File: config.mk
export PLATFORM = sky130hd
export DESIGN_NAME = dcpb_port
export DESIGN_NICKNAME = d
export VERILOG_FILES = /design/src/dcpb_pkg.sv /design/src/dcpb_ack_sync.sv /design/src/dcpb_reset_ctrl.sv /design/src/dcpb_port.sv
export SDC_FILE = /design/constraint.sdc
export NUM_CORES = 1
export LEC_CHECK = 0
export ABC_AREA = 1
export BUFFER_PORTS_ARGS = -buffer_cell sky130_fd_sc_hd__buf_2
export CAP_MARGIN = 20
export CORE_UTILIZATION = 45
export CTS_CLUSTER_DIAMETER = 150
export DETAILED_ROUTE_END_ITERATION = 10
export PLACE_DENSITY = 0.79
export SETUP_SLACK_MARGIN = 0.4
export SYNTH_ARGS = -nofsm -noshare
export SYNTH_HDL_FRONTEND = slang
export SYNTH_SLANG_ARGS = --single-unit
File: constraint.sdc
create_clock -name core_clk_in -period 1.9 [get_ports core_clk_in]
set_input_delay 0.285 -clock core_clk_in [delete_from_list [all_inputs] [get_ports core_clk_in]]
set_output_delay 0.285 -clock core_clk_in [all_outputs]
set_load 0.02 [all_outputs]
File: src/dcpb_pkg.sv
package dcpb_pkg;

  // ------------------------------------------------------------------
  // Host variants
  // ------------------------------------------------------------------
  localparam logic DCPB_HOST_W32 = 1'b0;
  localparam logic DCPB_HOST_W16 = 1'b1;

  // ------------------------------------------------------------------
  // Host access sizes (log2 of the byte count)
  // ------------------------------------------------------------------
  localparam logic [1:0] DCPB_SIZE_8 = 2'h0;
  localparam logic [1:0] DCPB_SIZE_16 = 2'h1;
  localparam logic [1:0] DCPB_SIZE_32 = 2'h2;

  // ------------------------------------------------------------------
  // Address field positions
  // ------------------------------------------------------------------
  localparam int DCPB_ADDR_W = 6;
  localparam int DCPB_DATA_W = 8;
  localparam int DCPB_W32_ADDR_LSB = 2;
  localparam int DCPB_W16_ADDR_LSB = 1;

  // ------------------------------------------------------------------
  // Reset control bit positions and reset values
  // ------------------------------------------------------------------
  localparam int DCPB_SITE_RST_BIT = 0;
  localparam int DCPB_EXT_RST_BIT = 1;
  localparam logic [1:0] DCPB_RST_CTRL_RESET = 2'h3;

  // ------------------------------------------------------------------
  // Synchroniser depth
  // ------------------------------------------------------------------
  localparam int DCPB_SYNC_STAGES = 3;

  // ------------------------------------------------------------------
  // Transfer states
  // ------------------------------------------------------------------
  typedef enum logic [4:0] {
    DCPB_IDLE = 5'h01,
    DCPB_STROBE = 5'h02,
    DCPB_CAPTURE = 5'h04,
    DCPB_RELEASE = 5'h08,
    DCPB_DONE = 5'h10
  } dcpb_state_t;

endpackage

File: src/dcpb_ack_sync.sv
`timescale 1ns/1ns
module dcpb_ack_sync
  import dcpb_pkg::*;
(
  // Clock and reset
  input wire logic core_clk_in,
  input wire logic sys_rst_in,
  // Asynchronous pin
  input wire logic async_in,
  // Filtered level
  output logic level_out
);

  // ------------------------------------------------------------------
  // Three-stage chain and agreement filter
  // ------------------------------------------------------------------
  logic [DCPB_SYNC_STAGES-1:0] chain_q;
  logic [DCPB_SYNC_STAGES-1:0] chain_d;
  logic level_q;
  logic level_d;

  // Shift the pin in; idle level of the pulled-up line is high
  always_comb
  begin
    chain_d = {chain_q[DCPB_SYNC_STAGES-2:0], async_in};
    level_d = level_q;
    if (chain_q[1] == chain_q[2])
    begin
      level_d = chain_q[2]; // Change counts once stages agree
    end
  end

  // Register chain and filtered level
  always_ff @(posedge core_clk_in)
  begin
    if (sys_rst_in)
    begin
      chain_q <= '1;
      level_q <= 1'b1;
    end
    else
    begin
      chain_q <= chain_d;
      level_q <= level_d;
    end
  end

  assign level_out = level_q;

endmodule

File: src/dcpb_reset_ctrl.sv
`timescale 1ns/1ns
module dcpb_reset_ctrl
  import dcpb_pkg::*;
(
  // Clock and reset
  input wire logic core_clk_in,
  input wire logic sys_rst_in,
  // Control register write port
  input wire logic wr_en_in,
  input wire logic [1:0] wr_data_in,
  // Register contents and reset pins
  output logic [1:0] ctrl_out,
  output logic site_reset_n_out,
  output logic extender_reset_n_out
);

  // ------------------------------------------------------------------
  // Peripheral reset register
  // ------------------------------------------------------------------
  logic [1:0] peripheral_reset_reg_q;
  logic [1:0] peripheral_reset_reg_d;
  logic site_n_q;
  logic site_n_d;
  logic ext_n_q;
  logic ext_n_d;

  // Next register value and pin levels (bit set holds reset active)
  always_comb
  begin
    peripheral_reset_reg_d = peripheral_reset_reg_q;
    if (wr_en_in)
    begin
      peripheral_reset_reg_d = wr_data_in;
    end
    site_n_d = ~peripheral_reset_reg_q[DCPB_SITE_RST_BIT];
    ext_n_d = ~peripheral_reset_reg_q[DCPB_EXT_RST_BIT];
  end

  // Register state; pins held in reset during board reset
  always_ff @(posedge core_clk_in)
  begin
    if (sys_rst_in)
    begin
      peripheral_reset_reg_q <= DCPB_RST_CTRL_RESET;
      site_n_q <= 1'b0;
      ext_n_q <= 1'b0;
    end
    else
    begin
      peripheral_reset_reg_q <= peripheral_reset_reg_d;
      site_n_q <= site_n_d;
      ext_n_q <= ext_n_d;
    end
  end

  assign ctrl_out = peripheral_reset_reg_q;
  assign site_reset_n_out = site_n_q;
  assign extender_reset_n_out = ext_n_q;

endmodule

File: src/dcpb_port.sv
// Functional notes
// - A control bit in the peripheral reset register drives the shared reset of all module sites.
// - A second bit of that register drives the separate extender reset.
// - On the 32-bit host each module byte sits on D0..D7 of one word of a 64Kx32 sub-area.
// - On the 32-bit host 8, 16 and 32-bit accesses are taken, each one byte transfer.
// - On the 32-bit host D8..D31 are dropped on writes and of any value on reads.
// - On the 16-bit host each module byte is the low byte of one word of a 64Kx16 sub-area.
// - On the 16-bit host only 8 and 16-bit accesses are taken.
// - On the 16-bit host D8..D15 are ignored on writes and undefined on reads.
// - Transfers use one data strobe plus a separate write-enable level.
// - The host stays stalled until ready arrives; there is no timeout.
// - The strobe is low only while the host accesses the module sub-area.
// - Write enable is low for writes and high for reads.
// - The module address comes from host word-address lines A2..A7 on the 32-bit host.
`timescale 1ns/1ns
module dcpb_port
  import dcpb_pkg::*;
#(
  parameter logic HOST_VARIANT = DCPB_HOST_W32,
  parameter int HOST_ADDR_W = 18
)
(
  // Clock and reset
  input wire logic core_clk_in,
  input wire logic sys_rst_in,
  // Host access request
  input wire logic host_req_in,
  input wire logic host_sel_in,
  input wire logic host_write_in,
  input wire logic [1:0] host_size_in,
  input wire logic [HOST_ADDR_W-1:0] host_addr_in,
  input wire logic [31:0] host_wdata_in,
  // Host access answer
  output logic host_busy_out,
  output logic host_done_out,
  output logic host_error_out,
  output logic [31:0] host_rdata_out,
  // Reset control register port
  input wire logic rst_ctrl_wr_in,
  input wire logic [1:0] rst_ctrl_data_in,
  output logic [1:0] rst_ctrl_out,
  // Module bus pins
  output logic [DCPB_ADDR_W-1:0] module_addr_out,
  input wire logic [DCPB_DATA_W-1:0] module_data_in,
  output logic [DCPB_DATA_W-1:0] module_data_out,
  output logic module_data_oe_n_out,
  output logic module_strobe_n_out,
  output logic module_write_n_out,
  input wire logic module_ack_n_in,
  // Module reset pins
  output logic site_reset_n_out,
  output logic extender_reset_n_out
);

  // ------------------------------------------------------------------
  // Derived constants
  // ------------------------------------------------------------------
  // Offset of the module address inside the host byte address
  localparam int ADDR_LSB = (HOST_VARIANT == DCPB_HOST_W32) ?
    DCPB_W32_ADDR_LSB : DCPB_W16_ADDR_LSB;

  // ------------------------------------------------------------------
  // Sub-blocks
  // ------------------------------------------------------------------
  logic ack_n_sync;

  dcpb_ack_sync u_ack_sync (
    .core_clk_in(core_clk_in),
    .sys_rst_in(sys_rst_in),
    .async_in(module_ack_n_in),
    .level_out(ack_n_sync)
  );

  // Reset register and module reset pins
  dcpb_reset_ctrl u_reset_ctrl (
    .core_clk_in(core_clk_in),
    .sys_rst_in(sys_rst_in),
    .wr_en_in(rst_ctrl_wr_in),
    .wr_data_in(rst_ctrl_data_in),
    .ctrl_out(rst_ctrl_out),
    .site_reset_n_out(site_reset_n_out),
    .extender_reset_n_out(extender_reset_n_out)
  );

  // ------------------------------------------------------------------
  // Read data pins
  // ------------------------------------------------------------------
  logic [DCPB_DATA_W-1:0] data_in_sync;

  // Each data pin crosses through its own three-stage agreement filter;
  // the card holds the byte steady while ready is being filtered
  for (genvar gi = 0; gi < DCPB_DATA_W; gi++)
  begin
    dcpb_ack_sync u_data_sync (
      .core_clk_in(core_clk_in),
      .sys_rst_in(sys_rst_in),
      .async_in(module_data_in[gi]),
      .level_out(data_in_sync[gi])
    );
  end

  // ------------------------------------------------------------------
  // Transfer state
  // ------------------------------------------------------------------
  // Request fields latched at accept, pin levels and answer flags
  dcpb_state_t state_q;
  dcpb_state_t state_d;
  logic [DCPB_ADDR_W-1:0] addr_q;
  logic [DCPB_ADDR_W-1:0] addr_d;
  logic [DCPB_DATA_W-1:0] wdata_q;
  logic [DCPB_DATA_W-1:0] wdata_d;
  logic [DCPB_DATA_W-1:0] rdata_q;
  logic [DCPB_DATA_W-1:0] rdata_d;
  logic write_q;
  logic write_d;
  logic strobe_n_q;
  logic strobe_n_d;
  logic write_n_q;
  logic write_n_d;
  logic oe_n_q;
  logic oe_n_d;
  logic done_q;
  logic done_d;
  logic error_q;
  logic error_d;
  logic size_ok;

  // ------------------------------------------------------------------
  // Access size check
  // ------------------------------------------------------------------
  // Access sizes allowed by the host variant
  always_comb
  begin
    if (HOST_VARIANT == DCPB_HOST_W32)
    begin
      size_ok = (host_size_in == DCPB_SIZE_8) ||
        (host_size_in == DCPB_SIZE_16) || (host_size_in == DCPB_SIZE_32);
    end
    else
    begin
      size_ok = (host_size_in == DCPB_SIZE_8) ||
        (host_size_in == DCPB_SIZE_16);
    end
  end

  // ------------------------------------------------------------------
  // Transfer sequencer
  // ------------------------------------------------------------------
  // Next-state logic for one byte transfer
  always_comb
  begin
    // Everything holds; answer flags pulse for one cycle only
    state_d = state_q;
    addr_d = addr_q;
    wdata_d = wdata_q;
    rdata_d = rdata_q;
    write_d = write_q;
    strobe_n_d = strobe_n_q;
    write_n_d = write_n_q;
    oe_n_d = oe_n_q;
    done_d = 1'b0;
    error_d = 1'b0;
    case (state_q)
      DCPB_IDLE:
      begin
        if (host_req_in && host_sel_in)
        begin
          if (size_ok)
          begin
            // word address lines to module address
            // low byte of the host data word
            addr_d = host_addr_in[ADDR_LSB +: DCPB_ADDR_W];
            wdata_d = host_wdata_in[DCPB_DATA_W-1:0];
            write_d = host_write_in;
            strobe_n_d = 1'b0;
            write_n_d = ~host_write_in;
            oe_n_d = ~host_write_in;
            state_d = DCPB_STROBE;
          end
          else
          begin
            // Refused width answers at once so the host is not stalled
            error_d = 1'b1; // Unsupported width, no bus cycle
            done_d = 1'b1;
          end
        end
      end
      DCPB_STROBE:
      begin
        // An absent card never answers: the host stalls here for good
        // wait for ready, no timeout
        if (!ack_n_sync)
        begin
          state_d = DCPB_CAPTURE;
        end
      end
      DCPB_CAPTURE:
      begin
        if (!write_q)
        begin
          // Filtered byte has stood since ready was filtered
          rdata_d = data_in_sync;
        end
        strobe_n_d = 1'b1;
        write_n_d = 1'b1;
        state_d = DCPB_RELEASE;
      end
      DCPB_RELEASE:
      begin
        // Waiting for ready to rise keeps it from ending the next cycle
        // wait for ready to go high again
        oe_n_d = 1'b1;
        if (ack_n_sync)
        begin
          done_d = 1'b1;
          state_d = DCPB_DONE;
        end
      end
      DCPB_DONE:
      begin
        state_d = DCPB_IDLE;
      end
      default:
      begin
        // Stray state code: release the pins and restart
        state_d = DCPB_IDLE;
        strobe_n_d = 1'b1;
        write_n_d = 1'b1;
        oe_n_d = 1'b1;
      end
    endcase
  end

  // ------------------------------------------------------------------
  // State registers
  // ------------------------------------------------------------------
  // Register transfer state
  always_ff @(posedge core_clk_in)
  begin
    if (sys_rst_in)
    begin
      state_q <= DCPB_IDLE;
      addr_q <= '0;
      wdata_q <= '0;
      rdata_q <= '0;
      write_q <= 1'b0;
      strobe_n_q <= 1'b1;
      write_n_q <= 1'b1;
      oe_n_q <= 1'b1;
      done_q <= 1'b0;
      error_q <= 1'b0;
    end
    else
    begin
      state_q <= state_d;
      addr_q <= addr_d;
      wdata_q <= wdata_d;
      rdata_q <= rdata_d;
      write_q <= write_d;
      strobe_n_q <= strobe_n_d;
      write_n_q <= write_n_d;
      oe_n_q <= oe_n_d;
      done_q <= done_d;
      error_q <= error_d;
    end
  end

  // ------------------------------------------------------------------
  // Outputs
  // ------------------------------------------------------------------
  // host held while transfer runs
  assign host_busy_out = (state_q != DCPB_IDLE) && (state_q != DCPB_DONE);
  // Answer flags pulse for one cycle
  assign host_done_out = done_q;
  assign host_error_out = error_q;
  // upper read bits read as zero
  assign host_rdata_out = {{(32-DCPB_DATA_W){1'b0}}, rdata_q};

  // ------------------------------------------------------------------
  // Module pins
  // ------------------------------------------------------------------
  // Pins come straight from their flip-flops
  assign module_addr_out = addr_q;
  assign module_data_out = wdata_q;
  assign module_data_oe_n_out = oe_n_q;
  assign module_strobe_n_out = strobe_n_q;
  assign module_write_n_out = write_n_q;

endmodule

==> run summary, run 1 <==
Measured in cells, the most critical reg-to-reg path has a length of 10. The total length of routed wires is 4740 µm. The run gives 0.33 ns as the clock latency reported for the late side of the worst-skew pair. At the worst endpoint, the required time is 1.62 ns. Data arrives at the worst endpoint at 1.24 ns.

The tools report the post-route clock skew as 0.00982 ns. Setup repair after global routing could not meet its margin everywhere. The type of the worst min-delay path is in2reg. Buffers placed on the I/O ports in this run total 64.

Kind of end point of the critical path: an output pin. The detailed router put a total of 2140 µm of wire on met1. The clock network burns 36.1% of the power. In the routed layout, each cell is associated on average with a via count of 4.51. The floorplan step set the die width to 78.7 µm.

The logs give 0 for the max-slew violation count and 1877 for the number of global-route vias before repair. The wire length on met2 is 2290 µm, and the number of antenna violations at the first check in global routing is 0. The top cell types in the final layout, fill and taps aside, are dfxtp_1, buf_2, nor2_1.

The switching power was 0.758 mW; the maximum resistive drop on vdd was 0.543 mV. In this run, the number of DRC markers left after iteration 0 of detailed routing was 48. TritonCTS built the clock tree. Subtracting the final worst setup slack from the clock period gives 1.53 ns. The worst setup path is launched from a flip-flop. Cell at the root of the clock tree: clkbuf_8.

From synthesis to final layout, the design area changed by 21.7%. The core outline area was 5570 µm²; the total via count after detailed routing was 2052. The tools report the count of final setup violators as 0. The routed design uses 274 µm of met3 wire.

The number of distinct library cells after synthesis is 23, and the top-level I/O count is 125. In this run, flip-flops and latches consume 52.7% of the power. The critical path in this run is classified as reg2out. A synthesized cell averages 8.71 µm². The flow ran to the end, and the final reports show no timing, DRC or antenna violations. The cell count of the worst hold path is 2, and the post-route clock period utilization is 80.4%. For this design the static power due to leakage is 1.54 nW. The number of max-cap violations came out at 0. In this run the top signal layer used is met4. The clock tree synthesis step divided the H-tree into 3 levels. The number of sinks handled by clock tree synthesis is 73. At the end of the flow, the number of nets in the layout was 448.

In this run the worst path has a maximum fanout of 3. For this run, design rule violations remaining after detail routing come to 0. The average wire length per cell after detail routing is 10.4 µm, and the total clock buffers created by CTS is 9. Counting along the longest clock path gives a buffer depth of 2.

The number of hold-slack violations in the final timing report was 0. Synthesis handed over a netlist of 304 instances. Summing every instance area after synthesis gives 2650 µm². Net switching is 24.6% of the power. The half-perimeter wire length of the detailed placement result is 3170 µm, and the total die area is 6200 µm². The accumulated negative setup slack is 0 ns, and the antenna diode count is 0. For the total global routing track utilization, the log shows 16.4%. The height of the chip was 78.7 µm. Based on the critical path, the design can be clocked at up to 0.655 GHz. The filler cells instantiated in the layout total 509. The power density over cell area is 954 nW/µm², and the overall power is 3.07 mW. The run gives 2.32 mW as the total internal power. Most common library cell in the layout ignoring fill and taps: dfxtp_1. The tools report the sequential area share after synthesis as 55.2%. Counting flops and latches in the post-synthesis netlist gives 73.

The number of detailed-routing iterations run before antenna repair is 5, and the fraction of final layout cells with drive strength greater than 1 is 35.2%. The global-route wire length before repair was 7910 µm; the portion of total power attributed to combinational logic was 11.1%. The initial utilization of the core area, before any placement, comes to 47.5%. Global routing finished with a remaining overflow of 0. The logs give 0 for the warning count from the yosys run and 0 for the post-route antenna net violation count. The number of rows in the core area was 27. The clock-pin slew on the worst setup and hold paths was 0.08 ns; the largest net degree at the start of global routing was 26. Routability congestion estimate from global placement: 0.759.
power groups by stage:
stage	Sequential [mW]	Combinational, mW	Clock (mW)
6_report	1.62	0.342	1.11
5_1_grt	1.63	0.380	1.20
4_1_cts	1.62	0.319	1.14
3_5_place_dp	1.66	0.313	0
3_3_place_gp	1.65	0.308	0
2_1_floorplan	1.70	0.218	0
critical path, cell delays in order (launching register included):
cell	delay, ns
dfxtp_2	0.35
inv_2	0.04
nand2_2	0.08
nor2_4	0.04
nand2_4	0.06
inv_2	0.03
a31oi_1	0.13
buf_4	0.16
cell usage after synthesis:
cell / n / area (µm²)
a21oi_1: 12 / 60.1
a21oi_2: 1 / 8.76
a31oi_1: 1 / 6.26
buf_2: 2 / 10.0
buf_4: 24 / 180
buf_6: 2 / 22.5
clkbuf_1: 6 / 22.5
conb_1: 1 / 3.75
dfxtp_1: 73 / 1460
inv_1: 15 / 56.3
inv_2: 4 / 15.0
nand2_1: 31 / 116
nand2_4: 1 / 11.3
nand3_1: 10 / 50.1
nand4_1: 5 / 31.3
nand4_2: 1 / 12.5
nor2_1: 51 / 191
nor2_2: 1 / 6.26
nor2_4: 3 / 33.8
nor2_8: 1 / 20.0
o21ai_0: 23 / 115
o21ai_1: 9 / 45.0
or2_2: 27 / 169
cells by family (layout without fill, tap and decap cells):
family	Yosys count	in the layout	synth area share [%]
compound gates	46	46	8.88
buf+inv	53	109	11.6
other cells	1	24	0.142
simple gates	131	131	24.2
flops	73	73	55.2
registers in the layout, indices dropped and copies added, names as in the netlist:
register                           count
u_reset_ctrl.extender_reset_n_out      1
u_reset_ctrl.site_reset_n_out          1
module_data_out                        8
host_done_out                          1
u_ack_sync.chain_q                     3
rdata_q                                8
u_reset_ctrl.ctrl_out                  2
genblk1.u_data_sync.chain_q           24
genblk1.u_data_sync.level_out          8
module_data_oe_n_out                   1
host_error_out                         1
u_ack_sync.level_out                   1
write_q                                1
state_q                                5
module_addr_out                        6
module_strobe_n_out                    1
module_write_n_out                     1
stage by stage:
stage / instances / utilization (%) / instance area, µm² / setup slack, ns / hold WS (ns)
global placement: 432 / 52.6 / 2930 / 0.522 / 0.392
detailed placement: 432 / 52.6 / 2930 / 0.500 / 0.394
global route: 455 / 57.8 / 3220 / 0.294 / 0.115
floorplan: 327 / - / 2740 / 0.556 / 0.389
CTS: 450 / 56.3 / 3140 / 0.358 / 0.113
finish: 455 / 57.8 / 3220 / 0.372 / 0.128
cell type report:
type,count,area [µm²],area share [%]
well taps,72,90.1,2.80
clock inverters,4,45.0,1.40
inverters,19,76.3,2.37
flip-flops and latches,73,1470,45.5
repair buffers,75,439,13.6
clock buffers,11,131,4.08
multi-input cells,201,976,30.3
final timing paths:
kind / from / endpoint / slack, ns
hold / removal: module_data_in[0] / genblk1[0].u_data_sync.chain_q[0]$_SDFF_PP1_ / 0.13
hold reg to reg: genblk1[4].u_data_sync.chain_q[0]$_SDFF_PP1_ / genblk1[4].u_data_sync.chain_q[1]$_SDFF_PP1_ / 0.41
setup reg to reg: state_q[2]$_SDFFE_PP0P_ / module_data_out[2]$_SDFFE_PP0P_ / 0.46
setup / recovery: state_q[2]$_SDFFE_PP0P_ / host_busy_out / 0.37
what timing repair did:
action                                  CTS  global route
setup buffers                             3             4
cloned                                    0             1
pin swaps                                 3             9
hold buffers                              0             0
gates resized for setup                   6            10
endpoints found under the setup margin    1            24
layer usage:
layer  vias up  global-route usage, %
li1       1062                      -
met1       921                   18.8
met2        63                   28.0
met3         6                   3.79
met4         0                   8.89
met5         -                      0
No activity file was read; power rests on OpenSTA's default activity.
==> run 2: changes to the inputs <==
clock period = 1.5 ns   (was 1.9 ns; I/O delays follow)
==> run 2 against run 1 <==
  * Count of clock-buffer cells in the layout shrank 1
  * Critical endpoint unchanged
  * Critical path depth stayed put
  * Core utilization up 6.7 points
  * Global-route usage up 1.5 points
  * Sequential power up 27%
  * Routed wire length rose by 13%
  * Combinational power is 40% higher
  * Critical path type unchanged
  * Clock skew fell by 0.0011 ns
  * Sequential share of layout area decreased by 4.3 points
==> run summary, run 2 (same netlist as run 1, synthesis figures left out) <==
The power density over cell area was 1180 nW/µm² (+24%); the area growth from synthesis to layout was 35.8%. The most common library cell in the layout ignoring fill and taps is dfxtp_1. Leaving out fill and tap cells, the most frequent cells in the layout are dfxtp_1, buf_2, nor2_1. The register with the most flip-flops in the final layout is genblk1.u_data_sync.chain_q. For the post-route antenna net violation count, the log shows 0 (unchanged). The logs give 0.35 ns (+0.02 ns) for the clock latency reported for the late side of the worst-skew pair and 0 (unchanged) for the number of max-cap violations. The type of the worst setup path is reg2out. Share of the core filled with cells in the final layout: 64.5% (+6.7 points). The run finished with clean final reports. The max-slew violation count was 0 (unchanged); the number of levels in the clock H-tree was 3 (unchanged). The tools report the total length of routed wires as 5350 µm (+13%).

The logs give 27 (unchanged) for the number of rows in the core area and 0 (unchanged) for the count of final setup violators. The run gives 0.676 GHz as the upper clock frequency limit. Number of hold-slack violations in the final timing report: 0 (unchanged).

The tools report the top-level I/O count as 125 (unchanged). The number of antenna violations at the first check in global routing is 0 (unchanged). In the finished design, the share of the clock period the worst path needs comes to 98.6%.

The height of the chip is 78.7 µm (unchanged), and the post-route clock skew is 0.00873 ns (-0.00109 ns). Setup repair after global routing could not meet its margin everywhere. The overall power is 4.25 mW (+38%), and the number of detailed-routing iterations run before antenna repair is 4 (-1).

The required arrival time at the worst endpoint was 1.27 ns (-0.35 ns). The type of the worst min-delay path was in2reg. The count of input and output buffers is 64 (unchanged), and the antenna diode count is 0 (unchanged). The run gives 8340 µm (+5.4%) as the global-route wire length before repair.

The remaining global-route overflow is 0 (unchanged). The largest driver fanout on the critical path was 2 (-1). The minimum period implied by the final worst setup slack is 1.48 ns, and the initial cell density of the core is 47.5% (unchanged).

The run gives 9 (unchanged) as the total clock buffers created by CTS. The DRC marker count from the first detailed-route iteration came out at 75 (+56%). The leakage dissipation came out at 1.65 nW (+7.0%).

The worst setup path is captured at an output pin. The tools report the cell at the root of the clock tree as clkbuf_8. The half-perimeter wire length of the detailed placement result was 3160 µm (-0.37%); the largest net degree at the start of global routing was 43 (+65%). The total global routing track utilization was 17.9% (+1.5 points); the largest buffer count on any clock path was 2 (unchanged). Number of sinks handled by clock tree synthesis: 73 (unchanged). The total via count after detailed routing is 2157 (+5.1%), and the routability congestion estimate from global placement is 0.808 (+6.6%). The horizontal die dimension was 78.7 µm (unchanged); the data arrival time of the critical path was 1.25 ns (about the same).

The clock-pin slew on the worst setup and hold paths was 0.08 ns (about the same). The average via count per standard cell is 4.62 (+2.4%). The count of unresolved DRC violations after routing was 0 (unchanged).

For the count of hold buffers inserted by post-cts repair, the log shows 0 (unchanged). TritonCTS built the clock tree. The run gives 459 (+2.5%) as the layout net count. The worst setup path is launched from a flip-flop. The number of flip-flops in the largest register was 24 (unchanged); the fraction of final layout cells with drive strength greater than 1 was 46.1% (+11 points). The total die area was 6200 µm² (unchanged); the worst reg-to-reg setup slack was 0.07 ns (-0.39 ns). Core outline area: 5570 µm² (unchanged). The maximum resistive drop on vdd was 0.655 mV (+21%); the average wire length per cell after detail routing was 11.5 µm (+9.9%).

The number of global-route vias before repair came out at 1933 (+3.0%).
-- run 2: cell count changes in the layout (fill, tap and decap cells not counted), sizes merged --
cell,change
buf,+11
clkbuf,-2
bufinv,+1
clkinvlp,+1
nor2,+1
-- run 2: where the power goes --
part	switching, mW	internal, mW
logic	0.291	0.188
clock network	0.726	0.987
registers	0.0408	2.01
-- run 2: worst paths after layout --
path	from	endpoint	depth (start not counted)
max	state_q[2]$_SDFFE_PP0P_	host_busy_out	7
min	module_data_in[0]	genblk1[0].u_data_sync.chain_q[0]$_SDFF_PP1_	2
max reg2reg	state_q[1]$_SDFFE_PP0P_	rdata_q[2]$_SDFFE_PP0P_	7
min reg2reg	genblk1[1].u_data_sync.chain_q[0]$_SDFF_PP1_	genblk1[1].u_data_sync.chain_q[1]$_SDFF_PP1_	1
-- run 2: critical path, stage by stage, from the launching register on --
cell     delay [ns]
dfxtp_4        0.37
inv_2          0.04
nand2_2        0.08
nor2_4         0.04
nand2_4        0.07
inv_4          0.04
a31oi_4        0.13
buf_6          0.14
-- run 2: through the flow --
step	instances	instance area (µm²)	setup TNS (ns)	hold WS (ns)	worst slack, ns
2_1_floorplan	327	2780	0	0.329	0.342
3_3_place_gp	433	2990	0	0.393	0.218
3_5_place_dp	433	2990	0	0.397	0.188
4_1_cts	466	3480	0	0.0435	0.0306
5_1_grt	467	3600	-0.0381	0.0468	-0.0381
6_report	467	3600	0	0.0534	0.0204
-- run 2: cell type report --
cell class	instances	area (µm²)
clock buffers	10	138
clock inverters	6	90.1
fillers	466	1980
inverters	19	86.3
multi-input cells	202	1140
flip-flops and latches	73	1480
well taps	72	90.1
repair buffers	85	573
-- run 2: metal layers --
| metal | share of wire, % | wire (µm) | GRT usage (%) | up-vias |
|---|---|---|---|---|
| li1 | - | - | - | 1094 |
| met1 | 42 | 2250 | 19.8 | 976 |
| met2 | 50 | 2670 | 30.6 | 74 |
| met3 | 5.9 | 313 | 4.14 | 13 |
| met4 | 2.2 | 116 | 11.9 | 0 |
| met5 | 0 | 0 | 0 | - |
-- run 2: timing repair --
item,in CTS,in global routing
buffers inserted,16,1
gates resized for setup,42,39
hold endpoints to repair,0,0
setup endpoints to repair,34,44
cloned,1,0
pin swaps,13,13
